`config.mk`:
```
export PLATFORM = sky130hd
export DESIGN_NAME = cms_clock_ctrl
export DESIGN_NICKNAME = d
export VERILOG_FILES = /design/src/cms_pkg.sv /design/src/cms_clock_ctrl.sv /design/src/cms_tick_div.sv
export SDC_FILE = /design/constraint.sdc
export NUM_CORES = 1
export LEC_CHECK = 0
export ABC_AREA = 1
export ABC_CLOCK_PERIOD_IN_PS = 2800
export BUFFER_PORTS_ARGS = -buffer_cell sky130_fd_sc_hd__buf_4
export CAP_MARGIN = 40
export CORE_MARGIN = 2
export CORE_UTILIZATION = 57
export DETAILED_ROUTE_END_ITERATION = 6
export PLACE_DENSITY = 0.77
export SLEW_MARGIN = 15
export SYNTH_ARGS = -nofsm -noshare
export SYNTH_HDL_FRONTEND = slang
export SYNTH_SLANG_ARGS = --single-unit
export TNS_END_PERCENT = 1
```
`constraint.sdc`:
```
create_clock -name core_clk -period 2.8 [get_ports core_clk]
set_clock_uncertainty 0.1 [all_clocks]
set_input_delay 0.56 -clock core_clk [delete_from_list [all_inputs] [get_ports core_clk]]
set_output_delay 0.56 -clock core_clk [all_outputs]
set_load 0.005 [all_outputs]
```
`src/cms_pkg.sv`:
```
package cms_pkg;

   // ==========================================================
   // Register port geometry
   localparam int unsigned ADDR_W = 3;
   localparam int unsigned DATA_W = 8;
   localparam int unsigned FB_W   = 6;
   localparam int unsigned SLOW_W = 4;
   localparam int unsigned DIV_W  = 5;
   localparam int unsigned CRED_W = 8;

   // ==========================================================
   // Register offsets
   localparam logic [2:0] OFS_MODE_CTRL = 3'h0;
   localparam logic [2:0] OFS_FB_DIV    = 3'h1;
   localparam logic [2:0] OFS_PWR       = 3'h2;
   localparam logic [2:0] OFS_CLK_OUT   = 3'h3;
   localparam logic [2:0] OFS_STATUS    = 3'h4;

   // ==========================================================
   // Field positions
   localparam int unsigned MC_DISC_BIT = 0;
   localparam int unsigned MC_BYP_BIT  = 1;
   localparam int unsigned MC_TOG_BIT  = 2;
   localparam int unsigned MC_SLOW_LSB = 4;
   localparam int unsigned PM_EXT_BIT  = 2;

   // ==========================================================
   // Values after reset
   localparam logic [7:0]        RST_MODE_CTRL = 8'h00;
   localparam logic [FB_W-1:0]   RST_FB_DIV    = 6'h0F;
   localparam logic [1:0]        RST_CLK_OUT   = 2'h0;
   localparam logic [DIV_W-1:0]  RST_DIV       = 5'h01;

   // ==========================================================
   // Fixed dividers and clock ratios
   localparam logic [CRED_W-1:0] P_FACTOR      = 8'h01;
   localparam logic [CRED_W-1:0] K_FACTOR      = 8'h02;
   localparam logic [CRED_W-1:0] PK_FACTOR     = CRED_W'(P_FACTOR * K_FACTOR);
   localparam int unsigned       FAST_MHZ      = 75;
   localparam int unsigned       MODULE_MHZ    = 25;
   localparam logic [DIV_W-1:0]  MODULE_DIV    = DIV_W'(FAST_MHZ / MODULE_MHZ);
   localparam logic [CRED_W-1:0] CREDIT_MAX    = 8'hFF;

   // ==========================================================
   // Enumerations
   typedef enum logic [1:0] {CM_PLL, CM_PRESCALE, CM_BASE} cms_clk_mode_t;
   typedef enum logic [1:0] {PM_ACTIVE, PM_IDLE, PM_SLOW, PM_PDOWN} cms_pwr_t;

   // ==========================================================
   // Carriers
   typedef struct packed {
      logic [ADDR_W-1:0] addr;
      logic [DATA_W-1:0] wdata;
      logic              wr;
      logic              rd;
   } cms_reg_req_t;

   typedef struct packed {
      logic sys;
      logic cpu;
      logic periph;
      logic capture;
      logic flash_fast;
      logic flash_if;
   } cms_clk_en_t;

   typedef struct packed {
      logic [DIV_W-1:0] cnt;
      logic [DIV_W-1:0] div_cur;
      logic             out;
   } cms_div_state_t;

   // Two select bits to the working mode; disconnect wins over bypass
   function automatic cms_clk_mode_t cms_decode_mode(input logic disc, input logic byp);
      if (disc) begin
         return CM_BASE;
      end
      return byp ? CM_PRESCALE : CM_PLL;
   endfunction : cms_decode_mode

endpackage : cms_pkg

```
`src/cms_clock_ctrl.sv`:
```
// The address-and-strobe port and the address map were chosen for this implementation.
`timescale 1ns/1ps
module cms_clock_ctrl (
   input  wire logic                       core_clk,
   input  wire logic                       rst,
   input  wire cms_pkg::cms_reg_req_t      reg_req,
   output logic [cms_pkg::DATA_W-1:0]      reg_rdata,
   input  wire logic                       onchip_osc_tick,
   input  wire logic                       ext_osc_tick,
   input  wire logic                       vco_base_tick,
   output cms_pkg::cms_clk_en_t            clk_en,
   output logic                            clock_output_pin,
   output logic                            osc_enable,
   output logic                            pll_enable,
   output logic                            osc_source_sel
);
   import cms_pkg::*;

   // ==========================================================
   // State
   typedef struct packed {
      logic                 osc_disconnect_sel;
      logic                 vco_bypass_sel;
      logic                 output_toggle_enable;
      logic [SLOW_W-1:0]    slowdown_divider_field;
      logic [FB_W-1:0]      feedback_divider_sel;
      cms_pwr_t             pwr;
      logic                 ext_sel;
      logic [1:0]           out_src;
      cms_clk_mode_t        clk_mode;
      logic [CRED_W-1:0]    credit;
      cms_clk_en_t          en;
      logic                 clk_out;
      logic                 osc_en;
      logic                 pll_en;
      logic [DATA_W-1:0]    rdata;
   } cms_state_t;

   cms_state_t          st_reg;
   cms_state_t          st_next;
   cms_clk_mode_t       cfg_mode;
   logic                osc_live;
   logic                vco_live;
   logic [CRED_W-1:0]   add_amt;
   logic [CRED_W-1:0]   div_amt;
   logic [CRED_W:0]     sum;
   logic                sel_tick;
   logic                mod_tick;
   logic                slow_tick;
   logic [DIV_W-1:0]    slow_div;

   // ==========================================================
   // Rate dividers
   // Fixed one third of the system tick gives the 25 MHz group
   cms_tick_div u_module_div (
      .core_clk (core_clk),
      .rst      (rst),
      .tick_in  (st_reg.en.sys),
      .divisor  (MODULE_DIV),
      .tick_out (mod_tick)
   );

   // Slow-down factor is field plus one, so zero still runs
   assign slow_div = (st_reg.pwr == PM_SLOW) ?
                     DIV_W'({1'b0, st_reg.slowdown_divider_field} + 5'd1) : RST_DIV;

   cms_tick_div u_slow_div (
      .core_clk (core_clk),
      .rst      (rst),
      .tick_in  (mod_tick),
      .divisor  (slow_div),
      .tick_out (slow_tick)
   );

   // ==========================================================
   // Next state
   always_comb begin
      st_next  = st_reg;
      cfg_mode = cms_decode_mode(st_reg.osc_disconnect_sel, st_reg.vco_bypass_sel);
      // Source ticks die once power-down drops the enables
      osc_live = (st_reg.ext_sel ? ext_osc_tick : onchip_osc_tick) & st_reg.osc_en;
      vco_live = vco_base_tick & st_reg.pll_en;
      add_amt  = '0;
      div_amt  = PK_FACTOR;
      sum      = '0;

      // Register writes
      if (reg_req.wr) begin
         case (reg_req.addr)
            OFS_MODE_CTRL: begin
               st_next.osc_disconnect_sel     = reg_req.wdata[MC_DISC_BIT];
               st_next.vco_bypass_sel         = reg_req.wdata[MC_BYP_BIT];
               st_next.output_toggle_enable   = reg_req.wdata[MC_TOG_BIT];
               st_next.slowdown_divider_field = reg_req.wdata[MC_SLOW_LSB +: SLOW_W];
            end
            OFS_FB_DIV:  st_next.feedback_divider_sel = reg_req.wdata[FB_W-1:0];
            OFS_PWR: begin
               st_next.pwr     = cms_pwr_t'(reg_req.wdata[1:0]);
               st_next.ext_sel = reg_req.wdata[PM_EXT_BIT];
            end
            OFS_CLK_OUT: st_next.out_src = reg_req.wdata[1:0];
            default: ;
         endcase
      end

      // Read data stand for one cycle only; unmapped reads give zero
      st_next.rdata = '0;
      if (reg_req.rd) begin
         case (reg_req.addr)
            OFS_MODE_CTRL: st_next.rdata = {st_reg.slowdown_divider_field, 1'b0,
                                            st_reg.output_toggle_enable,
                                            st_reg.vco_bypass_sel, st_reg.osc_disconnect_sel};
            OFS_FB_DIV:    st_next.rdata = {2'b00, st_reg.feedback_divider_sel};
            OFS_PWR:       st_next.rdata = {5'b0_0000, st_reg.ext_sel, st_reg.pwr};
            OFS_CLK_OUT:   st_next.rdata = {6'b00_0000, st_reg.out_src};
            OFS_STATUS:    st_next.rdata = {2'b00, st_reg.pll_en, st_reg.osc_en,
                                            st_reg.pwr, st_reg.clk_mode};
            default:       st_next.rdata = '0;
         endcase
      end

      // System tick: credit builds on source ticks and pays out one tick per divisor
      case (st_reg.clk_mode)
         CM_PLL: begin
            add_amt = (osc_live && st_reg.pll_en) ?
                      {2'b00, st_reg.feedback_divider_sel} : '0;
         end
         CM_PRESCALE: begin
            add_amt = osc_live ? 8'h01 : 8'h00;
         end
         CM_BASE: begin
            add_amt = vco_live ? 8'h01 : 8'h00;
            div_amt = K_FACTOR;
         end
         default: add_amt = '0;
      endcase

      if (cfg_mode != st_reg.clk_mode) begin
         // Restart cleanly in the new mode instead of carrying old credit
         st_next.clk_mode = cfg_mode;
         st_next.credit   = '0;
         st_next.en.sys   = 1'b0;
      end else begin
         st_next.en.sys = (st_reg.credit >= div_amt);
         sum = {1'b0, st_reg.credit} + {1'b0, add_amt} -
               (st_next.en.sys ? {1'b0, div_amt} : 9'h000);
         // Saturate so a source far above the core rate cannot wrap
         st_next.credit = sum[CRED_W] ? CREDIT_MAX : sum[CRED_W-1:0];
      end

      // Derived clock enables
      st_next.en.flash_fast = st_reg.en.sys;
      st_next.en.flash_if   = mod_tick;
      st_next.en.periph     = slow_tick && (st_reg.pwr != PM_PDOWN);
      st_next.en.capture    = slow_tick && (st_reg.pwr != PM_PDOWN);
      st_next.en.cpu        = slow_tick && (st_reg.pwr != PM_IDLE)
                              && (st_reg.pwr != PM_PDOWN);

      // Power-down stops both sources
      st_next.osc_en = (st_reg.pwr != PM_PDOWN);
      st_next.pll_en = (st_reg.pwr != PM_PDOWN);

      // Clock output source and optional halving
      case (st_reg.out_src)
         2'd0:    sel_tick = st_reg.en.sys;
         2'd1:    sel_tick = mod_tick;
         2'd2:    sel_tick = slow_tick;
         default: sel_tick = osc_live;
      endcase
      if (st_reg.output_toggle_enable) begin
         st_next.clk_out = st_reg.clk_out ^ sel_tick;
      end else begin
         st_next.clk_out = sel_tick;
      end
   end

   // ==========================================================
   // State register; reset lands in active mode on the on-chip source
   always_ff @(posedge core_clk or posedge rst) begin
      if (rst) begin
         st_reg <= '{osc_disconnect_sel:     RST_MODE_CTRL[MC_DISC_BIT],
                     vco_bypass_sel:         RST_MODE_CTRL[MC_BYP_BIT],
                     output_toggle_enable:   RST_MODE_CTRL[MC_TOG_BIT],
                     slowdown_divider_field: RST_MODE_CTRL[MC_SLOW_LSB +: SLOW_W],
                     feedback_divider_sel:   RST_FB_DIV,
                     pwr:                    PM_ACTIVE,
                     ext_sel:                1'b0,
                     out_src:                RST_CLK_OUT,
                     clk_mode:               CM_PLL,
                     credit:                 '0,
                     en:                     '0,
                     clk_out:                1'b0,
                     osc_en:                 1'b1,
                     pll_en:                 1'b1,
                     rdata:                  '0};
      end else begin
         st_reg <= st_next;
      end
   end

   // ==========================================================
   // Outputs, all straight from the state register
   assign reg_rdata        = st_reg.rdata;
   assign clk_en           = st_reg.en;
   assign clock_output_pin = st_reg.clk_out;
   assign osc_enable       = st_reg.osc_en;
   assign pll_enable       = st_reg.pll_en;
   assign osc_source_sel   = st_reg.ext_sel;

   // ==========================================================
   // Checks
   mode_switch_clean_a: assert property (@(posedge core_clk) disable iff (rst)
      (cfg_mode != st_reg.clk_mode) |=>
         (st_reg.clk_mode == $past(cfg_mode)) && !st_reg.en.sys && (st_reg.credit == '0))
      else $error("mode switch not applied cleanly");

   sys_tick_paid_a: assert property (@(posedge core_clk) disable iff (rst)
      (st_reg.en.sys && ($past(cfg_mode) == $past(st_reg.clk_mode))) |->
         ($past(st_reg.credit) >= K_FACTOR))
      else $error("system tick without enough credit");

   pll_gain_n_a: assert property (@(posedge core_clk) disable iff (rst)
      (st_reg.clk_mode == CM_PLL && cfg_mode == CM_PLL && osc_live && st_reg.pll_en
       && st_reg.credit < PK_FACTOR) |=>
         (st_reg.credit == CRED_W'($past(st_reg.credit) + {2'b00, $past(st_reg.feedback_divider_sel)})))
      else $error("PLL credit did not grow by N");

   base_needs_vco_a: assert property (@(posedge core_clk) disable iff (rst)
      (st_reg.clk_mode == CM_BASE && cfg_mode == CM_BASE && !vco_base_tick
       && st_reg.credit < K_FACTOR) |=>
         !st_reg.en.sys && (st_reg.credit == $past(st_reg.credit)))
      else $error("base mode ticked with no VCO base tick");

   flash_fast_follow_a: assert property (@(posedge core_clk) disable iff (rst)
      st_reg.en.flash_fast == $past(st_reg.en.sys))
      else $error("flash fast clock does not follow system tick");

   idle_cpu_gate_a: assert property (@(posedge core_clk) disable iff (rst)
      (st_reg.pwr == PM_IDLE) [*2] |-> !clk_en.cpu && (clk_en.periph == $past(slow_tick)))
      else $error("CPU clock running in idle");

   pdown_sources_a: assert property (@(posedge core_clk) disable iff (rst)
      (st_reg.pwr == PM_PDOWN) |=> !osc_enable && !pll_enable)
      else $error("sources still on in power-down");

   toggle_halves_a: assert property (@(posedge core_clk) disable iff (rst)
      (st_reg.output_toggle_enable && sel_tick) |=> (clock_output_pin != $past(clock_output_pin)))
      else $error("clock output did not toggle");

   reset_active_a: assert property (@(posedge core_clk) disable iff (rst)
      $fell(rst) |-> (st_reg.pwr == PM_ACTIVE) && !osc_source_sel && osc_enable && pll_enable)
      else $error("not active on on-chip source after reset");

   // ==========================================================
   // Checks on software control and slowed clocks
   // Nothing but a write may move the power mode or the source
   pwr_by_write_a: assert property (@(posedge core_clk) disable iff (rst)
      (st_reg.pwr != $past(st_reg.pwr)) |-> ($past(reg_req.wr) && ($past(reg_req.addr) == OFS_PWR)))
      else $error("power mode changed without a write");

   src_by_write_a: assert property (@(posedge core_clk) disable iff (rst)
      (st_reg.ext_sel != $past(st_reg.ext_sel)) |-> ($past(reg_req.wr) && ($past(reg_req.addr) == OFS_PWR)))
      else $error("oscillator source changed without a write");

   fb_write_lands_a: assert property (@(posedge core_clk) disable iff (rst)
      (reg_req.wr && (reg_req.addr == OFS_FB_DIV)) |=>
         (st_reg.feedback_divider_sel == $past(reg_req.wdata[FB_W-1:0])))
      else $error("feedback divider write lost");

   prescale_step_a: assert property (@(posedge core_clk) disable iff (rst)
      (st_reg.clk_mode == CM_PRESCALE && cfg_mode == CM_PRESCALE && osc_live
       && st_reg.credit < PK_FACTOR) |=>
         (st_reg.credit == CRED_W'($past(st_reg.credit) + 8'h01)))
      else $error("prescaler credit did not grow by one");

   // One divider feeds all three, so a factor change cannot split them
   slow_common_a: assert property (@(posedge core_clk) disable iff (rst)
      (st_reg.pwr == PM_SLOW) |=>
         (clk_en.cpu == $past(slow_tick)) && (clk_en.periph == $past(slow_tick))
         && (clk_en.capture == $past(slow_tick)))
      else $error("slow-down clocks not on one common divider");

   pdown_no_tick_a: assert property (@(posedge core_clk) disable iff (rst)
      (st_reg.pwr == PM_PDOWN && !osc_enable && !pll_enable && (cfg_mode == st_reg.clk_mode)
       && st_reg.credit < PK_FACTOR) |=>
         !st_reg.en.sys && (st_reg.credit == $past(st_reg.credit)))
      else $error("system tick in power-down");

endmodule : cms_clock_ctrl

```
`src/cms_tick_div.sv`:
```
`timescale 1ns/1ps
module cms_tick_div (
   input  wire logic                      core_clk,
   input  wire logic                      rst,
   input  wire logic                      tick_in,
   input  wire logic [cms_pkg::DIV_W-1:0] divisor,
   output logic                           tick_out
);
   import cms_pkg::*;

   cms_div_state_t s_reg;
   cms_div_state_t s_next;

   // ==========================================================
   // Divider: a new divisor is taken only at a period boundary,
   // so a change never shortens the period in flight
   always_comb begin
      s_next     = s_reg;
      s_next.out = 1'b0;
      if (tick_in) begin
         if ((s_reg.cnt + 5'd1) >= s_reg.div_cur) begin
            s_next.cnt     = '0;
            s_next.out     = 1'b1;
            s_next.div_cur = divisor;
         end else begin
            s_next.cnt = s_reg.cnt + 5'd1;
         end
      end else if (s_reg.cnt == '0) begin
         s_next.div_cur = divisor;
      end
   end

   // State register
   always_ff @(posedge core_clk or posedge rst) begin
      if (rst) begin
         s_reg <= '{cnt: '0, div_cur: RST_DIV, out: 1'b0};
      end else begin
         s_reg <= s_next;
      end
   end

   assign tick_out = s_reg.out;

   // ==========================================================
   // Checks
   out_has_cause_a: assert property (@(posedge core_clk) disable iff (rst)
      tick_out |-> $past(tick_in))
      else $error("divided tick without an input tick");

   div_one_pass_a: assert property (@(posedge core_clk) disable iff (rst)
      (tick_in && s_reg.div_cur == 5'd1) |=> tick_out)
      else $error("divide by one dropped a tick");

endmodule : cms_tick_div

```
==> impl_metrics.py, run 1 <==
metrics = {
    "worst_setup_path": {
        "max_stage_delay_ps": 550,
        "crit_top_cell": "nand2_1",
        "critical_path_required_ps": 2930,
        "crit_fanout": 5,
        "r2r_setup_slack_ps": 160,
        "path_cells": "o21ai_0 > nor2_1 > nand2_1 > inv_2 > nand2_1 > fa_1 > ha_2 > inv_1 > nand3_1 > nand2_2 > nand2_4 > nand2_2 > nand2_4 > nand3_1 > nand2_1 > inv_1",
        "cp-start-kind": "flip-flop",
        "slowest_stage": "dfstp_2",
        "arrival_ps": 2770,
        "path_class": "reg -> reg",
        "end_kind": "flip-flop",
    },
    "logic_synthesis": {
        "netlist_area_um2": 3680,
        "synthArstFlopShare": 1.00,
        "synth.distinct_cells": 39,
        "synth.avg_cell_area_um2": 8.02,
        "seq_area_frac_synth": 0.424,
        "synthFlopType": "dfrtp_1",
        "synth_nets": 504,
        "synth_edf_count": 0,
        "ys_warn_count": 0,
        "synth_cells": 459,
        "yosys_register_bits": 62,
    },
    "grt": {
        "track_usage": 0.229,
        "grt_max_degree": 35,
        "grt-ovfl-total": 0,
        "grt_pass1_vias": 2812,
        "antenna_found_initial": 0,
        "grt_pass1_wl_um": 12900,
    },
    "die": {
        "dieArea_um2": 7120,
        "core_um2": 6310,
        "die_w_um": 84.4,
        "initial_core_util": 0.583,
        "die_h_um": 84.4,
        "boundaryPins": 36,
        "rows": 29,
    },
    "place": {
        "io_buffer_count": 35,
        "dp_hpwl_um": 5740,
        "dp_cells": 554,
        "place_congestion": 0.887,
    },
    "sta": {
        "period_needed_ps": 2640,
        "tightestPinTransition_ps": 631,
        "fmax_mhz": 378,
        "hold_ws_ps": 199,
        "final-hold-violation-count": 0,
        "maxSlewHeadroom": 0.579,
        "post-route-period-util": 0.944,
        "report.final.slew_viol_count": 0,
        "setup_viol": 0,
    },
    "clock_network": {
        "clk_pin_slew_worst_paths_ps": 70,
        "cts_tree": "built",
        "clock_path_buffers": 2,
        "cts_root_buf": "clkbuf_8",
        "ctsHoldBuffers": 0,
        "clock_latency_ps": 340,
        "htreeDepth": 3,
        "clock-sinks": 62,
        "numCtsBuffers": 9,
    },
    "routing": {
        "wirelength_met1_um": 3310,
        "top_layer": "met4",
        "drtIter0Drc": 203,
        "remaining_drc_errors": 0,
        "route.met3.wl_um": 428,
        "drt_first_pass_iters": 5,
        "drtAntennaViolNets": 0,
        "vias": 2925,
        "viasPerCell": 5.12,
        "routed_wl_um": 7680,
        "route.met2.wl_um": 3790,
        "drt-wirelength-per-cell_um": 13.4,
    },
    "cells_and_area": {
        "layout_commonest_cell": "nand2_1",
        "largest_reg_flops": 27,
        "area_delta_synth_final_pct": 14.0,
        "nets": 534,
        "layout_common_cells": "115 x nand2_1, 84 x inv_1, 55 x dfrtp_1, 37 x buf_4, 26 x nor2_1",
        "drive_above_1_share": 0.200,
        "fin_cells": 571,
        "antenna_cells": 0,
    },
    "status": {
        "status": "finished clean",
    },
    "power_and_ir_drop": {
        "power_density_nw_per_um2": 1060,
        "p_leak_nw": 2.26,
        "peakVddDrop_uv": 737,
    },
    "job": {
        "drv_cap": 0,
    },
    "worst_hold_path": {
        "hp-class": "in -> async",
    },
}
worst paths after layout:
path | startpoint | end | depth (start not counted)
hold reg to reg | st_reg[32] | st_reg[32] | 2
max in group asynchronous | rst | pll_enable | 3
setup / recovery | pll_enable | st_reg[19] | 16
min in group core_clk | reg_req[0] | reg_rdata[4] | 3
setup reg to reg | pll_enable | st_reg[19] | 16
hold / removal | rst | u_module_div.s_reg[7] | 2
per-layer routing:
layer	GRT usage	vias up
met3	0.0462	15
met1	0.291	1362
li1	-	1464
met2	0.386	84
met5	0	-
met4	0.0895	0
layout make-up:
cell class	count	area (um2)
multi-input combinational	283	1690
inverter	95	357
clock inverter	3	45.0
clock buffer	13	149
sequential	62	1560
tap	77	96.3
timing repair buffer	38	298
fill	527	2120
where the power goes:
part	leakage, nW	switching (mW)	internal (mW)
Sequential	0.784	0.184	1.14
Combinational	1.38	1.41	0.950
Clock	0.0899	0.343	0.437
Total	2.26	1.94	2.53
synthesized netlist by cell type (5+ instances only):
master | number | share of area
a21oi_1 | 12 | 0.016
buf_4 | 16 | 0.033
dfrtp_1 | 55 | 0.37
dfstp_2 | 7 | 0.050
ha_1 | 26 | 0.088
inv_1 | 86 | 0.088
inv_2 | 9 | 0.0092
nand2_1 | 116 | 0.12
nand2_2 | 6 | 0.010
nand3_1 | 23 | 0.031
nand4_1 | 6 | 0.010
nor2_1 | 26 | 0.027
o21ai_0 | 10 | 0.014
o21ai_1 | 12 | 0.016
o21ai_2 | 5 | 0.012
xnor2_1 | 5 | 0.012
xor2_1 | 8 | 0.019
logic make-up (layout without fill, tap and decap cells):
family          after synthesis  count (layout)  synth area share
compound gates               49              49            0.0806
xor+xnor                     13              13            0.0309
fa+ha+maj                    27              27            0.0938
buf+inv                     114             149             0.135
flops                        62              62             0.424
mux                           2               2           0.00714
simple gates                192             192             0.229
per-stage QoR:
step / util / area [um2] / setup TNS (ps) / total power [mW] / setup WS (ps)
floorplan: - / 3680 / 0 / 3.00 / 331
global placement: 0.622 / 3930 / 0 / 3.41 / 101
detailed placement: 0.622 / 3930 / 0 / 3.48 / 22.8
CTS: 0.653 / 4120 / 0 / 4.29 / 98.8
global route: 0.665 / 4200 / -104 / 4.89 / -25.4
finish: 0.665 / 4200 / 0 / 4.46 / 157
worst max-delay path: cells and delay by family, from the launching register on:
family                     cells  cell delay (ps)
and+or+nand+nor               10              900
DFF                            1              550
AOI/OAI and AO/OA              1               80
buffers and inverters          3              180
adders and majority gates      2              710
timing repair:
item                                    4_1_cts  5_1_grt
gates resized for setup                       0       14
endpoints found under the setup margin        0        8
setup buffers                                 0        1
(Power assumes the default switching activity.)
==> inputs of run 2 (changes only) <==
- CTS_BUF_LIST: not set -> sky130_fd_sc_hd__clkbuf_8
==> run 2 against run 1 <==
Compared with the run above:
- non-clock buffer count unchanged
- first-iteration DRC count rose by 3.9%
- sequential power barely moved
- highest routed layer unchanged
- sequential share of layout area unchanged
- via count did not move
==> impl_metrics.py, run 2 (synthesis gave the netlist of run 1 again) <==
metrics = {
    "routing": {
        "top_layer": "met4",
        "wirelength_met1_um": 3340,
        "drt-wirelength-per-cell_um": 13.4,
        "routed_wl_um": 7680,
        "remaining_drc_errors": 0,
        "route.met2.wl_um": 3810,
        "drtIter0Drc": 211,
        "vias": 2925,
        "viasPerCell": 5.12,
        "drtAntennaViolNets": 0,
        "route.met3.wl_um": 374,
        "drt_first_pass_iters": 4,
    },
    "cells_and_area": {
        "largest_reg_flops": 27,
        "final_cell_area_um2": 4200,
        "layout_commonest_cell": "nand2_1",
        "area_delta_synth_final_pct": 14.0,
        "nets": 534,
        "fin_cells": 571,
        "drive_above_1_share": 0.200,
        "antenna_cells": 0,
        "layout_common_cells": "115 x nand2_1, 87 x inv_1, 55 x dfrtp_1, 37 x buf_4, 26 x nor2_1",
    },
    "place": {
        "placed_area_um2": 3930,
        "dp_hpwl_um": 5740,
        "place_ws_ps": 22.8,
        "place_congestion": 0.887,
        "io_buffer_count": 35,
        "dp_cells": 554,
    },
    "sta": {
        "post-route-period-util": 0.946,
        "tightestPinTransition_ps": 629,
        "final-hold-violation-count": 0,
        "worst_slack_ps": 152,
        "period_needed_ps": 2650,
        "setup_viol": 0,
        "maxSlewHeadroom": 0.580,
        "report.final.slew_viol_count": 0,
        "fmax_mhz": 378,
    },
    "power_and_ir_drop": {
        "p_leak_nw": 2.27,
        "p_int_mw": 2.52,
        "p_seq_frac": 0.298,
        "p_sw_mw": 1.93,
        "peakVddDrop_uv": 732,
        "combPwrFrac": 0.530,
        "power_density_nw_per_um2": 1060,
        "p_sw_frac": 0.435,
        "pwr-share-clk": 0.172,
    },
    "die": {
        "initial_core_util": 0.583,
        "boundaryPins": 36,
        "core_um2": 6310,
        "die_w_um": 84.4,
        "die_h_um": 84.4,
        "rows": 29,
        "dieArea_um2": 7120,
    },
    "grt": {
        "antenna_found_initial": 0,
        "grt_max_degree": 35,
        "track_usage": 0.229,
        "grt_pass1_wl_um": 12900,
        "grt_pass1_vias": 2813,
        "grt-ovfl-total": 0,
    },
    "worst_setup_path": {
        "max_stage_delay_ps": 550,
        "critical_path_required_ps": 2930,
        "crit_top_cell": "nand2_1",
        "cp_num_buf_inv": 3,
        "crit_fanout": 5,
        "arrival_ps": 2780,
        "path_class": "reg -> reg",
        "critical_path.top_delay_family": "simple AND/OR/NAND/NOR gates",
        "cp-start-kind": "flip-flop",
        "slowest_stage": "dfstp_2",
        "path_cells": "o21ai_0 > nor2_1 > nand2_1 > inv_2 > nand2_1 > fa_1 > ha_2 > inv_1 > nand3_1 > nand2_2 > nand2_4 > nand2_2 > nand2_4 > nand3_1 > nand2_1 > inv_1",
        "end_kind": "flip-flop",
    },
    "clock_network": {
        "clk_pin_slew_worst_paths_ps": 70,
        "cts_tree": "built",
        "numCtsBuffers": 9,
        "clock_path_buffers": 2,
        "htreeDepth": 3,
        "clock-sinks": 62,
        "clock_latency_ps": 340,
        "cts_root_buf": "clkbuf_8",
    },
    "job": {
        "drv_cap": 0,
    },
    "status": {
        "status": "finished clean",
    },
    "worst_hold_path": {
        "hp-class": "in -> async",
    },
}
==> run 2: cell count changes in the layout (fill, tap and decap cells not counted) <==
cell | previous run | this run
clkbuf_1 | 3 | 0
inv_1 | 84 | 87
==> run 2: layer usage <==
metal / vias to the layer above / track usage
li1: 1462 / -
met1: 1370 / 0.290
met2: 78 / 0.387
met3: 15 / 0.0462
met4: 0 / 0.0895
met5: - / 0
==> run 2: through the flow <==
stage	setup TNS [ps]	hold WS, ps	power [mW]	util
after floorplan	0	270	3.00	-
after global placement	0	358	3.41	0.622
after detailed placement	0	379	3.48	0.622
after CTS	0	215	4.28	0.653
after global routing	-104	255	4.88	0.665
final	0	198	4.45	0.665
==> run 2: worst paths after layout <==
kind	startpoint	to	slack (ps)	cells after the start
hold reg to reg	st_reg[32]	st_reg[32]	390	2
setup reg to reg	pll_enable	st_reg[19]	150	16
max in group asynchronous	rst	pll_enable	1730	3
setup / recovery	pll_enable	st_reg[19]	150	16
hold / removal	rst	u_module_div.s_reg[7]	200	2
min in group core_clk	reg_req[0]	reg_rdata[4]	340	3
==> run 2: worst reg2reg max path, cell delays in order (launching register included) <==
cell and delay [ps]:
dfstp_2 550, o21ai_0 80, nor2_1 200, nand2_1 110
inv_2 90, nand2_1 70, fa_1 510, ha_2 200
inv_1 60, nand3_1 70, nand2_2 80, nand2_4 80
nand2_2 70, nand2_4 80, nand3_1 70, nand2_1 70
inv_1 50
==> run 2: cell type report <==
| cell class | count | area, um2 |
|---|---|---|
| flip-flops and latches | 62 | 1560 |
| repair buffers | 38 | 298 |
| multi-input cells | 283 | 1690 |
| fillers | 527 | 2120 |
| clock buffers | 10 | 138 |
| clock inverters | 6 | 56.3 |
| inverters | 95 | 357 |
| well taps | 77 | 96.3 |
==> run 2: power groups by stage <==
stage	sequential (mW)	combinational, mW	clock (mW)
floorplan	1.27	1.73	0
global placement	1.33	2.08	0
detailed placement	1.34	2.15	0
CTS	1.32	2.17	0.780
global route	1.35	2.71	0.815
finish	1.33	2.36	0.767
==> run 2: timing repair <==
item	CTS	global route
gates resized for setup	0	14
setup endpoints to repair	0	8
setup buffers	0	1
hold buffers	0	0
